## src/logic/hscroll_pkg.sv

```systemverilog
// Package: opcodes, field positions, reset values and state type for the scroll command decoder
package hscroll_pkg;
	// ----------------------------------------
	// Opcodes and masks
	// ----------------------------------------
	localparam logic [7:0] OP_SETUP_BASE = 8'h26; // 0x26/0x27 four-byte setup
	localparam logic [7:0] OP_SETUP_MASK = 8'hFE; // Ignore direction bit
	localparam logic [7:0] OP_MODE_BASE = 8'h28; // 0x28..0x2B scroll mode
	localparam logic [7:0] OP_MODE_MASK = 8'hFC; // Ignore low two bits
	localparam logic [7:0] OP_RUN_BASE = 8'h2E; // 0x2E stop / 0x2F start
	localparam logic [7:0] OP_RUN_MASK = 8'hFE; // Ignore run bit
	localparam logic [7:0] OP_PUMP_BASE = 8'h30; // 0x30..0x33 pump level
	localparam logic [7:0] OP_PUMP_MASK = 8'hFC; // Ignore level bits
	// ----------------------------------------
	// Field positions
	// ----------------------------------------
	localparam int BIT_DIR = 0; // Direction bit of setup opcode
	localparam int BIT_RUN = 0; // Run bit of run opcode
	localparam int FLD_LSB = 0; // Low bit of 3-bit and 2-bit fields
	localparam int PAGE_MSB = 2; // Page field top bit
	localparam int MODE_MSB = 1; // Mode / pump field top bit
	localparam int SER_MSB = 7; // Serial shift starts at this bit
	// ----------------------------------------
	// Reset values
	// ----------------------------------------
	localparam logic RST_DIR = 1'b0; // Scroll right
	localparam logic [2:0] RST_START = 3'h0; // Start page 0
	localparam logic [2:0] RST_IVAL = 3'h0; // Code 000 = 6 frames
	localparam logic [2:0] RST_END = 3'h7; // End page 7
	localparam logic [1:0] RST_MODE = 2'h0; // Mode code 0
	localparam logic [1:0] RST_PUMP = 2'h0; // Pump level code 0
	localparam logic RST_RUN = 1'b0; // Scrolling stopped
	// ----------------------------------------
	// Interval code to frames per step
	// ----------------------------------------
	localparam logic [7:0] FR_000 = 8'h06;
	localparam logic [7:0] FR_001 = 8'h20;
	localparam logic [7:0] FR_010 = 8'h40;
	localparam logic [7:0] FR_011 = 8'h80;
	localparam logic [7:0] FR_100 = 8'h03;
	localparam logic [7:0] FR_101 = 8'h04;
	localparam logic [7:0] FR_110 = 8'h05;
	localparam logic [7:0] FR_111 = 8'h02;
	// ----------------------------------------
	// Multi-byte sequence states
	// ----------------------------------------
	typedef enum logic [1:0] {
		ST_OPCODE,
		ST_START,
		ST_IVAL,
		ST_END
	} seq_state_e;
endpackage : hscroll_pkg

```

## src/logic/serial_byte_shifter.sv

```systemverilog
// Serial host port byte shifter, most significant bit first
`timescale 1ns/1ps
module serial_byte_shifter (
	input wire logic clk_in,
	input wire logic reset_in,
	input wire logic ser_bit_valid_in,
	input wire logic ser_bit_in,
	input wire logic ser_frame_in,
	output logic byte_valid_out,
	output logic [7:0] byte_out
);
	import hscroll_pkg::*;

	logic [6:0] shift_ff; // Bits gathered so far
	logic [2:0] count_ff; // Bits taken in the current byte

	// ----------------------------------------
	// Shift path
	// ----------------------------------------
	// First bit lands in bit 7 after eight shifts
	always_ff @(posedge clk_in or posedge reset_in) begin
		if (reset_in) begin
			shift_ff <= 7'h00;
			count_ff <= 3'h0;
		end else if (!ser_frame_in) begin
			// Frame dropped: restart the byte, stray bits discarded
			count_ff <= 3'h0;
		end else if (ser_bit_valid_in) begin
			shift_ff <= {shift_ff[5:0], ser_bit_in};
			count_ff <= count_ff + 3'h1;
		end
	end

	// ----------------------------------------
	// Byte output
	// ----------------------------------------
	always_ff @(posedge clk_in or posedge reset_in) begin
		if (reset_in) begin
			byte_valid_out <= 1'b0;
			byte_out <= 8'h00;
		end else begin
			byte_valid_out <= ser_frame_in && ser_bit_valid_in && (count_ff == 3'h7);
			if (ser_frame_in && ser_bit_valid_in && (count_ff == 3'h7)) begin
				byte_out <= {shift_ff, ser_bit_in};
			end
		end
	end

	a_msb_first_order: assert property (@(posedge clk_in) disable iff (reset_in)
		(ser_frame_in && ser_bit_valid_in && count_ff == 3'h7) |=> (byte_out[SER_MSB] == $past(shift_ff[6])))
		else $error("serial byte not assembled msb first");
endmodule : serial_byte_shifter

```

## src/logic/horizontal_scroll_command_decoder.sv

```systemverilog
// Horizontal scroll and pump level command decoder
`timescale 1ns/1ps
// Functional notes
// - 0x26/0x27 start setup; bit0 direction
// - Three parameter bytes: start, interval, end
// - Start page from bits 2..0, reset 0
// - Interval code maps to frames per step
// - End page from bits 2..0, reset 7
// - Parameter bits 7..3 are ignored
// - 0x28..0x2B select scroll mode
// - 0x2E stops, 0x2F starts scrolling
// - Deactivate restores unscrolled image
// - 0x30..0x33 select pump level
// - Command bytes need cmd_data_select low
// - Serial bytes shift in msb first
module horizontal_scroll_command_decoder (
	input wire logic clk_in,
	input wire logic reset_in,
	input wire logic serial_sel_in,
	input wire logic par_write_in,
	input wire logic [7:0] par_byte_in,
	input wire logic cmd_data_select_in,
	input wire logic ser_bit_valid_in,
	input wire logic ser_bit_in,
	input wire logic ser_frame_in,
	output logic scroll_left_out,
	output logic [2:0] start_page_out,
	output logic [2:0] interval_code_out,
	output logic [7:0] step_frames_out,
	output logic [2:0] end_page_out,
	output logic [1:0] scroll_mode_out,
	output logic scroll_run_out,
	output logic restore_image_out,
	output logic [1:0] pump_level_out,
	output logic setup_busy_out
);
	import hscroll_pkg::*;

	// ----------------------------------------
	// Host byte selection
	// ----------------------------------------
	logic ser_valid; // Byte complete from the serial path
	logic [7:0] ser_byte; // Serial byte value
	logic host_valid; // Write strobe from the selected port this cycle
	logic [7:0] host_byte; // Byte from the selected port
	logic cmd_valid; // Write strobe with command select low

	serial_byte_shifter u_shift (
		.clk_in(clk_in),
		.reset_in(reset_in),
		.ser_bit_valid_in(ser_bit_valid_in && serial_sel_in),
		.ser_bit_in(ser_bit_in),
		.ser_frame_in(ser_frame_in),
		.byte_valid_out(ser_valid),
		.byte_out(ser_byte)
	);

	// Serial port uses the select level in the cycle after the last bit
	always_comb begin
		host_valid = serial_sel_in ? ser_valid : par_write_in;
		host_byte = serial_sel_in ? ser_byte : par_byte_in;
		cmd_valid = host_valid && !cmd_data_select_in;
	end

	// ----------------------------------------
	// Opcode decode
	// ----------------------------------------
	seq_state_e state_ff; // Position in a setup sequence
	seq_state_e nxt_state;
	logic is_setup; // 0x26/0x27
	logic is_mode; // 0x28..0x2B
	logic is_run; // 0x2E/0x2F
	logic is_pump; // 0x30..0x33

	always_comb begin
		is_setup = cmd_valid && state_ff == ST_OPCODE && (host_byte & OP_SETUP_MASK) == OP_SETUP_BASE;
		is_mode = cmd_valid && state_ff == ST_OPCODE && (host_byte & OP_MODE_MASK) == OP_MODE_BASE;
		is_run = cmd_valid && state_ff == ST_OPCODE && (host_byte & OP_RUN_MASK) == OP_RUN_BASE;
		is_pump = cmd_valid && state_ff == ST_OPCODE && (host_byte & OP_PUMP_MASK) == OP_PUMP_BASE;
	end

	// ----------------------------------------
	// Sequence state
	// ----------------------------------------
	// Data bytes in mid-sequence are not parameters; they wait out
	always_comb begin
		nxt_state = state_ff;
		case (state_ff)
			ST_OPCODE: if (is_setup) begin
				nxt_state = ST_START;
			end
			ST_START: if (cmd_valid) begin
				nxt_state = ST_IVAL;
			end
			ST_IVAL: if (cmd_valid) begin
				nxt_state = ST_END;
			end
			ST_END: if (cmd_valid) begin
				nxt_state = ST_OPCODE;
			end
			default: nxt_state = ST_OPCODE;
		endcase
	end

	always_ff @(posedge clk_in or posedge reset_in) begin
		if (reset_in) begin
			state_ff <= ST_OPCODE;
		end else begin
			state_ff <= nxt_state;
		end
	end

	// ----------------------------------------
	// Staged parameters
	// ----------------------------------------
	// Held aside so a broken sequence never touches live settings
	logic dir_pend_ff;
	logic [2:0] start_pend_ff;
	logic [2:0] ival_pend_ff;

	always_ff @(posedge clk_in or posedge reset_in) begin
		if (reset_in) begin
			dir_pend_ff <= RST_DIR;
			start_pend_ff <= RST_START;
			ival_pend_ff <= RST_IVAL;
		end else begin
			if (is_setup) begin
				dir_pend_ff <= host_byte[BIT_DIR];
			end
			if (cmd_valid && state_ff == ST_START) begin
				start_pend_ff <= host_byte[PAGE_MSB:FLD_LSB];
			end
			if (cmd_valid && state_ff == ST_IVAL) begin
				ival_pend_ff <= host_byte[PAGE_MSB:FLD_LSB];
			end
		end
	end

	// ----------------------------------------
	// Live settings
	// ----------------------------------------
	logic commit; // Third parameter byte taken
	assign commit = cmd_valid && state_ff == ST_END;

	always_ff @(posedge clk_in or posedge reset_in) begin
		if (reset_in) begin
			scroll_left_out <= RST_DIR;
			start_page_out <= RST_START;
			interval_code_out <= RST_IVAL;
			end_page_out <= RST_END;
		end else if (commit) begin
			scroll_left_out <= dir_pend_ff;
			start_page_out <= start_pend_ff;
			interval_code_out <= ival_pend_ff;
			end_page_out <= host_byte[PAGE_MSB:FLD_LSB];
		end
	end

	// Frames per step, loaded with the live code so the output comes from a flop
	always_ff @(posedge clk_in or posedge reset_in) begin
		if (reset_in) begin
			step_frames_out <= FR_000; // Matches the reset interval code
		end else if (commit) begin
			case (ival_pend_ff)
				3'h0: step_frames_out <= FR_000;
				3'h1: step_frames_out <= FR_001;
				3'h2: step_frames_out <= FR_010;
				3'h3: step_frames_out <= FR_011;
				3'h4: step_frames_out <= FR_100;
				3'h5: step_frames_out <= FR_101;
				3'h6: step_frames_out <= FR_110;
				default: step_frames_out <= FR_111;
			endcase
		end
	end

	// ----------------------------------------
	// Mode, run and pump
	// ----------------------------------------
	// No lockout while running: the host keeps that discipline
	always_ff @(posedge clk_in or posedge reset_in) begin
		if (reset_in) begin
			scroll_mode_out <= RST_MODE;
			scroll_run_out <= RST_RUN;
			restore_image_out <= 1'b0;
			pump_level_out <= RST_PUMP;
		end else begin
			if (is_mode) begin
				scroll_mode_out <= host_byte[MODE_MSB:FLD_LSB];
			end
			if (is_run) begin
				scroll_run_out <= host_byte[BIT_RUN];
			end
			// One-cycle pulse asks the datapath to undo the shift
			restore_image_out <= is_run && !host_byte[BIT_RUN];
			if (is_pump) begin
				pump_level_out <= host_byte[MODE_MSB:FLD_LSB];
			end
		end
	end

	assign setup_busy_out = (state_ff != ST_OPCODE);

	// ----------------------------------------
	// Checks
	// ----------------------------------------
	a_setup_three_bytes: assert property (@(posedge clk_in) disable iff (reset_in)
		is_setup |=> (state_ff == ST_START)) else $error("setup opcode did not open sequence");
	a_dir_on_commit: assert property (@(posedge clk_in) disable iff (reset_in)
		commit |=> (scroll_left_out == $past(dir_pend_ff))) else $error("direction not applied");
	a_start_page_take: assert property (@(posedge clk_in) disable iff (reset_in)
		commit |=> start_page_out == $past(start_pend_ff)) else $error("start page wrong");
	a_interval_map: assert property (@(posedge clk_in) disable iff (reset_in)
		interval_code_out == 3'h3 |-> step_frames_out == FR_011) else $error("interval map wrong");
	a_end_page_take: assert property (@(posedge clk_in) disable iff (reset_in)
		commit |=> end_page_out == $past(host_byte[PAGE_MSB:FLD_LSB])) else $error("end page wrong");
	a_high_bits_ignored: assert property (@(posedge clk_in) disable iff (reset_in)
		(cmd_valid && state_ff == ST_START) |=> start_pend_ff == $past(host_byte[2:0]))
		else $error("upper bits leaked");
	a_mode_select: assert property (@(posedge clk_in) disable iff (reset_in)
		is_mode |=> scroll_mode_out == $past(host_byte[1:0])) else $error("mode not taken");
	a_run_flag: assert property (@(posedge clk_in) disable iff (reset_in)
		is_run |=> scroll_run_out == $past(host_byte[0])) else $error("run flag wrong");
	a_restore_pulse: assert property (@(posedge clk_in) disable iff (reset_in)
		(is_run && !host_byte[BIT_RUN]) |=> (restore_image_out && !scroll_run_out))
		else $error("restore pulse missing after stop");
	a_pump_level: assert property (@(posedge clk_in) disable iff (reset_in)
		is_pump |=> pump_level_out == $past(host_byte[1:0])) else $error("pump level wrong");
	a_data_not_cmd: assert property (@(posedge clk_in) disable iff (reset_in)
		(host_valid && cmd_data_select_in && state_ff == ST_OPCODE) |=> $stable(scroll_run_out))
		else $error("data byte decoded as command");
	a_partial_holds: assert property (@(posedge clk_in) disable iff (reset_in)
		(state_ff != ST_END) |=> $stable(end_page_out)) else $error("partial setup applied");
	a_idle_after_reset: assert property (@(posedge clk_in)
		$fell(reset_in) |-> state_ff == ST_OPCODE) else $error("sequence state kept over reset");
	c_full_setup: cover property (@(posedge clk_in) disable iff (reset_in) commit);
	c_start_scroll: cover property (@(posedge clk_in) disable iff (reset_in) is_run && host_byte[0]);
	c_stop_scroll: cover property (@(posedge clk_in) disable iff (reset_in) restore_image_out);
	c_pump_set: cover property (@(posedge clk_in) disable iff (reset_in) is_pump);
endmodule : horizontal_scroll_command_decoder

```

## config.mk

```make
export PLATFORM = sky130hd
export DESIGN_NAME = horizontal_scroll_command_decoder
export DESIGN_NICKNAME = d
export VERILOG_FILES = /design/src/logic/hscroll_pkg.sv /design/src/logic/serial_byte_shifter.sv /design/src/logic/horizontal_scroll_command_decoder.sv
export SDC_FILE = /design/constraint.sdc
export NUM_CORES = 1
export LEC_CHECK = 0
export BUFFER_PORTS_ARGS = -buffer_cell sky130_fd_sc_hd__buf_2
export CAP_MARGIN = 20
export CELL_PAD_IN_SITES_DETAIL_PLACEMENT = 1
export CELL_PAD_IN_SITES_GLOBAL_PLACEMENT = 1
export CORE_UTILIZATION = 36
export DETAILED_ROUTE_END_ITERATION = 16
export GPL_ROUTABILITY_DRIVEN = 0
export PLACE_DENSITY = 0.66
export RECOVER_POWER = 100
export SLEW_MARGIN = 20
export SYNTH_ARGS = -nofsm -noshare
export SYNTH_HDL_FRONTEND = slang
export SYNTH_SLANG_ARGS = --single-unit
```

## constraint.sdc

```tcl
create_clock -name clk_in -period 1.95 [get_ports clk_in]
set_input_delay 0.195 -clock clk_in [delete_from_list [all_inputs] [get_ports clk_in]]
set_output_delay 0.195 -clock clk_in [all_outputs]
set_load 0.005 [all_outputs]
```

Word level (Yosys, flattened, before mapping):

Cells that the tools add are included.

* bits in registers: 52
* input port bits: 16
* output and inout bits: 25
* word-level logic and storage cells: 67

* add/sub/neg operators: 1
* equal/unequal tests: 19
* muxes and demuxes: 10
* reduce and logical (&&, ||, !) cells: 20

Operator list (count)
* one-hot mux 8 bit (7 select lines): 1
* == test 7 x 5 -> 1 bit (second input constant): 2
* logical AND 1 bit: 13
* == test 3 bit (second input constant): 4
* == test 6 x 4 -> 1 bit (second input constant): 2
* 2-to-1 mux 2 bit: 4
* 2-to-1 mux 8 bit: 1
* != test 2 bit (second input constant): 4
* one-hot mux 2 bit (4 select lines): 1
* == test 3 x 2 -> 1 bit (second input constant): 2
* 2-to-1 mux 3 bit: 2
* == test 2 bit (second input constant): 2
* AND reduction 4 bit: 1
* adder 3 x 1 -> 3 bit (second input constant): 1
* == test 3 x 1 -> 1 bit (second input constant): 1
* zero test 3 bit: 1
* == test 2 x 1 -> 1 bit (second input constant): 1
* zero test 1 bit: 2
* zero test 2 bit: 1
* != test 2 x 1 -> 1 bit (second input constant): 1
* AND reduction 2 bit: 1
* nonzero test 2 bit: 1
* 2-to-1 mux 1 bit: 1

Depth between registers and ports, before layout:

Gate-level depths: netlist of the first run.

* depth after elaboration: 6
* mapped depth: 7
* gate-level depth less buffers: 6

Hierarchy:

A second synthesis of the first run with hierarchy kept.

* cells, all modules: 168
* area, all modules: 2316.0 sq um

Modules (own cells, without submodules)
* horizontal_scroll_command_decoder: instances 1, cells an instance 121, area each 1560.2 sq um, sequential area each 782.0 sq um
* serial_byte_shifter: instances 1, cells an instance 47, area each 755.7 sq um, sequential area each 475.5 sq um

Worst setup path before layout of the first run:

OpenSTA, ideal clock, no wires.

* kind: reg2reg
* start point: reg state_ff[0]
* end point: reg pump_level_out[0]
* arrival: 1.816 ns
* required time: 1.825 ns
* setup slack: 0.009 ns
* cell stages (with the launch flop): 7
* period minus slack after synthesis: 1.941 ns
* cell sequence: dfrtp_1 > inv_1 > ha_1 > inv_1 > or2_0 > or4_4 > mux2_4

* longest elaborated chain between the ends: 3

Ends and longest elaborated chain
* start, declared: RTL line horizontal_scroll_command_decoder.sv:68 `seq_state_e state_ff;`
* start signal, assigned: RTL line horizontal_scroll_command_decoder.sv:109 `state_ff <= nxt_state;`
* zero test 2 bit: RTL line horizontal_scroll_command_decoder.sv:79 `is_pump = cmd_valid && state_ff == ST_OPCODE && (host_byte & OP_PUMP_MASK) == OP_PUMP_BASE;`
* logical AND 1 bit (2 in series): RTL line horizontal_scroll_command_decoder.sv:79
* end signal, assigned: RTL line horizontal_scroll_command_decoder.sv:197 `pump_level_out <= host_byte[MODE_MSB:FLD_LSB];`
* end, declared: RTL line horizontal_scroll_command_decoder.sv:34 `output logic [1:0] pump_level_out,`

No other way between the ends.
A chain may end at the register's enable or synchronous reset.

Worst setup path in the final report of the first run:

* start point: reg u_shift.byte_out[2]
* end point: reg pump_level_out[0]

* longest elaborated chain between the ends: 3

Ends and longest elaborated chain
* start, declared: RTL line serial_byte_shifter.sv:10 `output logic [7:0] byte_out`
* start signal, assigned: RTL line serial_byte_shifter.sv:44 `byte_out <= {shift_ff, ser_bit_in};`
* 2-to-1 mux 8 bit: RTL line horizontal_scroll_command_decoder.sv:61 `host_byte = serial_sel_in ? ser_byte : par_byte_in;`
* == test 6 x 4 -> 1 bit: RTL line horizontal_scroll_command_decoder.sv:79
* logical AND 1 bit: RTL line horizontal_scroll_command_decoder.sv:79

No other way between the ends.

==> flow_summary.yaml, run 1 <==
outcome:
  outcome: "finished, final reports clean"
pwr:
  ir_drop_uv: 593.3
  power_w: 0.002972
  p_seq_frac: 0.505
  clkPwrFrac: 0.207
  leakage_nw: 1.327
  power.density_mw_per_mm2: 1092
  p_int_w: 0.002072
  p_sw_w: 0.0008999
  swShare: 0.3028
  p_comb_frac: 0.288
yosys:
  yosysSeqAreaShare: 0.5456
  syn_inst: 193
  synth_seq_cells: 50
  yosysUniqueCellTypes: 41
  synth.avg_cell_area_um2: 11.94
  synth_warnings: 0
  synthesis.area_mm2: 0.002305
worst_setup_path:
  crit_path_top_delay_cell: "or4_4"
  end_kind: "flop"
  path_common_cell: "mux2_4"
  crit_type: "reg -> reg"
  cp.required_ns: 2.14
  crit_arrival_ns: 2.07
  crit_chain: "mux2_4 > or2_0 > or4_4 > mux2_4"
  start_kind: "flop"
  max_stage_delay_ns: 0.51
  cp_max_fo: 4
finish:
  layout.area.seq_mm2: 0.001257
  diodes: 0
  finalNetCount: 268
  final_cell_mix: "45 x dfrtp_1, 33 x nand2_1, 29 x mux2_2, 21 x clkbuf_1, 21 x buf_2"
  area_growth_pct: 18.08
  utilization: 0.4490
  final_common_cell: "dfrtp_1"
  multi_input_area_um2: 968.4
  fin_area_mm2: 0.002721
  nFillCells: 689
  fin_cells: 321
  drive_gt1_frac: 0.3333
drt:
  antenna_left: 0
  drt_pre_antenna_iters: 2
  drt_iter0_drc: 27
  vias: 1558
  drc: 0
  avgViaCountPerCell: 4.854
  wire_per_inst_um: 14.47
  finalWirelength_um: 4644
global_routing:
  grt_pass1_wl_um: 7693
  grt_use_total: 0.1541
  grt_pass1_vias: 1629
  antenna_found_initial: 0
  grt_max_degree: 51
  grt.overflow.total: 0
sta:
  finalHoldViolCount: 0
  grt_setup_unrepaired: "false"
  max_freq_mhz: 532.0
  tightest_slew_ns: 1.210
  period_share: 0.9639
  skew_ns: 0.007473
  timing.slew.headroom: 0.1935
  holdWs_ns: 0.1100
  drv_slew: 0
  min_period_ns: 1.880
  setup_viol: 0
floorplan:
  rows: 28
  start_util: 0.3803
  dieWidth_um: 82.01
  dieArea_mm2: 0.006726
  ios: 41
  core_mm2: 0.006061
  die_h_um: 82.01
clock_network:
  clk_pin_slew_worst_paths_ns: 0.08
  clk_path_buf_depth: 2
  cts_sinks: 50
  htreeDepth: 2
  tritoncts: "built"
  clk_latency_ns: 0.30
  root_buffer: "clkbuf_8"
  cts_buffers: 5
placement:
  dpl.hpwl_um: 3427
  numPortBuffers: 38
  dp.cells: 311
  placed_area_mm2: 0.002648
run:
  maxCapViolCount: 0
worst_hold_path:
  hold_class: "in -> reg"
sequential cells by signal, summed over array words and instances (netlist names):
signal	cells
dir_pend_ff	1
scroll_mode_out	2
u_shift.byte_valid_out	1
ival_pend_ff	3
state_ff	2
u_shift.byte_out	8
scroll_run_out	1
step_frames_out	6
restore_image_out	1
u_shift.count_ff	3
start_page_out	3
pump_level_out	2
start_pend_ff	3
u_shift.shift_ff	7
interval_code_out	3
scroll_left_out	1
end_page_out	3
worst paths after layout:
| path | from | end | slack, ns | cells past startpoint |
|---|---|---|---|---|
| max in group asynchronous | reset_in | start_page_out[0] | 0.94 | 3 |
| worst max register to register | u_shift.byte_out[2] | pump_level_out[0] | 0.07 | 4 |
| worst min-delay path | ser_bit_in | u_shift.byte_out[0] | 0.11 | 3 |
| worst min register to register | u_shift.shift_ff[6] | u_shift.byte_out[7] | 0.47 | 2 |
| worst max-delay path | u_shift.byte_out[2] | pump_level_out[0] | 0.07 | 4 |
| min in group asynchronous | reset_in | scroll_run_out | 0.28 | 3 |
cells by family (layout without fill, tap and decap cells):
kind of cell             count (synthesis)  count (layout)  share of synthesized area
other                                    1               2                   0.001627
flip-flops                              50              50                     0.5456
multiplexers                            34              34                     0.1705
buffers and inverters                   18              70                    0.03692
adder cells (fa/ha/maj)                  7               7                    0.03800
AND/OR/NAND/NOR                         61              61                     0.1422
AO/OA/AOI/OAI                           20              20                    0.05755
XOR/XNOR                                 2               2                   0.007602
worst max-delay path, delay by kind of cell (launching register included):
family	cells	cell delay, ns
flip-flops	1	0.42
multiplexers	2	0.62
AND/OR/NAND/NOR	2	0.73
through the flow:
stage | setup TNS, ns | setup slack, ns
final | 0 | 0.07045
after global routing | 0 | 0.007675
after CTS | 0 | 0.01412
after detailed placement | -0.005508 | -0.005508
after global placement | 0 | 0.05998
after floorplan | 0 | 0.008617
synth_stat cells:
cell	count	area [um2]
dfrtp_1	45	1126
nand2_1	33	123.9
mux2_2	30	337.8
inv_1	10	37.54
ha_1	7	87.58
o21ai_0	7	35.03
nand3_1	6	30.03
dfstp_2	5	131.4
nor4_1	4	25.02
a31oi_1	3	18.77
clkbuf_1	3	11.26
mux2_4	3	45.04
o41ai_1	3	26.28
a21boi_0	2	15.01
and2_1	2	12.51
buf_2	2	10.01
buf_4	2	15.01
nor2_1	2	7.510
nor3_1	2	10.01
a21oi_1	1	5.000
a32oi_1	1	8.760
a41oi_1	1	8.760
and3b_1	1	8.760
and4bb_2	1	12.51
buf_6	1	11.26
conb_1	1	3.750
mux2i_1	1	10.01
nand2_4	1	11.26
nand4_1	1	6.260
nor2_2	1	6.260
nor2b_1	1	6.260
nor3b_1	1	7.510
nor4b_1	1	8.760
nor4b_4	1	23.77
nor4bb_1	1	10.01
o211ai_1	1	7.510
o31ai_1	1	7.510
or2_0	1	6.260
or4_4	1	11.26
xnor2_1	1	8.760
xor2_1	1	8.760
power by group through the flow:
stage	Combinational [W]	Clock (W)	Sequential, W
finish	0.000856	0.000615	0.00150
global route	0.000970	0.000671	0.00155
CTS	0.000909	0.000639	0.00151
detailed placement	0.000869	0	0.00153
global placement	0.000849	0	0.00152
floorplan	0.000522	0	0.00149
layer usage:
metal  vias to the layer above  share of wire  track usage
met5                         -              0            0
met4                         0          0.014      0.05789
met3                         8          0.043      0.03667
met2                        29           0.50       0.2669
met1                       750           0.45       0.1838
li1                        771              -            -
layout make-up:
type,count,share of cell area
sequential,50,0.4621
multi-input combinational,126,0.3559
timing repair buffer,52,0.1002
tap,75,0.03448
clock buffer,7,0.03172
inverter,10,0.01379
clock inverter,1,0.001839
repair_timing:
item,4_1_cts,5_1_grt
setup buffers,2,0
gates resized for setup,1,1
endpoints found under the setup margin,2,4
hold buffers,0,0
pin swaps,1,1
Power figures use the tool's default switching activity.
==> run 2: changes to the inputs <==
--- a/config.mk
+++ b/config.mk
@@ -6,7 +6,7 @@
 export NUM_CORES = 1
 export LEC_CHECK = 0
 export BUFFER_PORTS_ARGS = -buffer_cell sky130_fd_sc_hd__buf_2
-export CAP_MARGIN = 20
+export CAP_MARGIN = 10
 export CELL_PAD_IN_SITES_DETAIL_PLACEMENT = 1
 export CELL_PAD_IN_SITES_GLOBAL_PLACEMENT = 1
 export CORE_UTILIZATION = 36
@@ -14,6 +14,7 @@
 export GPL_ROUTABILITY_DRIVEN = 0
 export PLACE_DENSITY = 0.66
 export RECOVER_POWER = 100
+export SETUP_SLACK_MARGIN = 0.4
 export SLEW_MARGIN = 20
 export SYNTH_ARGS = -nofsm -noshare
 export SYNTH_HDL_FRONTEND = slang
==> run 2 against run 1 <==
Compared with the run above:
- utilization up 2.8 points
- register-to-register slack better by 0.03 ns
- count of clock-buffer cells in the layout unchanged
- clock skew down 0.0026 ns
- final area up 6.3%
- cell count up 2.2%
- flip-flop and latch count unchanged
- die area unchanged
- clock power up 17%
- worst hold slack worse by 0.0061 ns
- critical path type unchanged
- critical endpoint is now interval_code_out[2]
- largest power group unchanged
- highest routed layer unchanged
==> flow_summary.yaml, run 2 (same netlist as run 1, synthesis figures left out) <==
placement:
  dp.cells: 306
  dpl.hpwl_um: 3588
  place_ws_ns: 0.05795
  numPortBuffers: 38
  placed_area_mm2: 0.002648
clock_network:
  cts_buffers: 5
  clk_pin_slew_worst_paths_ns: 0.09
  clk_path_buf_depth: 2
  cts_sinks: 50
  root_buffer: "clkbuf_8"
  htreeDepth: 2
  clk_latency_ns: 0.30
  tritoncts: "built"
global_routing:
  grt_pass1_vias: 1633
  grt_max_degree: 29
  grt.overflow.total: 0
  grt_pass1_wl_um: 7935
  antenna_found_initial: 0
  grt_use_total: 0.1594
pwr:
  power_w: 0.003340
  ir_drop_uv: 472.2
  power.density_mw_per_mm2: 1155
  leakage_nw: 1.383
drt:
  drt_pre_antenna_iters: 4
  drt_iter0_drc: 53
  vias: 1626
  finalWirelength_um: 5132
  drc: 0
  wire_per_inst_um: 15.65
  antenna_left: 0
  avgViaCountPerCell: 4.957
sta:
  tightest_slew_ns: 0.9428
  skew_ns: 0.004920
  timing.slew.headroom: 0.3708
  min_period_ns: 1.846
  period_share: 0.9468
  tns_ns: 0
  setup_viol: 0
  drv_slew: 0
  grt_setup_unrepaired: "true"
  max_freq_mhz: 541.6
  setup_ws_ns: 0.1038
  finalHoldViolCount: 0
outcome:
  outcome: "finished, final reports clean"
finish:
  area_growth_pct: 25.46
  fin_cells: 328
  fin_area_mm2: 0.002892
  final_cell_mix: "45 x dfrtp_1, 33 x nand2_1, 27 x mux2_2, 22 x buf_2, 20 x clkbuf_1"
  final_common_cell: "dfrtp_1"
  reg_top3: "u_shift.byte_out (8), u_shift.shift_ff (7), step_frames_out (6)"
  largest_reg_flops: 8
  top_register: "u_shift.byte_out"
  diodes: 0
  layout.area.seq_mm2: 0.001257
  nFillCells: 692
  finalNetCount: 275
  drive_gt1_frac: 0.3834
  multi_input_area_mm2: 0.001028
run:
  maxCapViolCount: 0
worst_hold_path:
  hold_class: "in -> reg"
  holdCritStartpoint: "ser_bit_in"
worst_setup_path:
  ff2ff_setup_slack_ns: 0.10
  start_kind: "flop"
  end_kind: "flop"
  r2r_start: "u_shift.byte_valid_out"
  crit_type: "reg -> reg"
  startpoint: "u_shift.byte_valid_out"
  cp_max_fo: 12
  crit_arrival_ns: 2.04
  cp.required_ns: 2.14
floorplan:
  start_util: 0.3803
  dieArea_mm2: 0.006726
  die_h_um: 82.01
  dieWidth_um: 82.01
  ios: 41
  core_mm2: 0.006061
  rows: 28
-- run 2: cell types whose count changed in the layout (fill, tap and decap cells not counted), moves of 2 or more --
cell | previous run | this run
mux2_2 | 29 | 27
ha_1 | 6 | 3
buf_12 | 1 | 3
ha_4 | 0 | 2
buf_6 | 0 | 2
nor4_1 | 4 | 2
inv_1 | 9 | 7
mux2_4 | 3 | 5
nor4_2 | 0 | 2
buf_4 | 9 | 12
-- run 2: report_power, final --
part | switching (W) | internal (W) | total, W
clock | 0.000336 | 0.000384 | 0.000720
combinational | 0.000488 | 0.000623 | 0.00111
sequential | 0.000190 | 0.00132 | 0.00151
total | 0.00101 | 0.00233 | 0.00334
-- run 2: stage by stage --
stage | util | hold slack, ns
2_1_floorplan | - | 0.3004
3_3_place_gp | 0.4368 | 0.2672
3_5_place_dp | 0.4368 | 0.2716
4_1_cts | 0.4728 | 0.1043
5_1_grt | 0.4771 | 0.1076
6_report | 0.4771 | 0.1040
-- run 2: critical path, stage by stage, from the launching register on --
cell and delay (ns):
dfrtp_1 0.37, mux2_1 0.44, nand3_1 0.22, clkbuf_2 0.33, mux2_2 0.38
-- run 2: per-layer routing --
metal  GRT usage  vias to the layer above  wire length [um]
li1            -                      785                 -
met1      0.1917                      800              2302
met2      0.2760                       33              2569
met3     0.04222                        8               208
met4     0.04912                        0                51
met5           0                        -                 0
-- run 2: cell type report --
cell class	count	area share
inverter	10	0.01385
clock inverter	1	0.01039
clock buffer	7	0.02640
timing repair buffer	59	0.1264
multi-input combinational	126	0.3557
sequential	50	0.4349
tap	75	0.03245
-- run 2: timing repair --
action | in CTS | in global routing
hold buffers | 1 | 0
pin swaps | 1 | 4
cloned | 0 | 1
setup endpoints to repair | 8 | 18
gates resized for setup | 7 | 15
setup buffers | 9 | 3
endpoints found under the hold margin | 22 | 0
-- run 2: path summary, 6_finish.rpt --
path / endpoint / depth (start not counted)
worst min register to register: u_shift.byte_out[7] / 2
max in group asynchronous: end_page_out[2] / 4
min in group asynchronous: start_page_out[0] / 3
worst max-delay path: interval_code_out[2] / 4
worst min-delay path: u_shift.byte_out[0] / 3
worst max register to register: interval_code_out[2] / 4
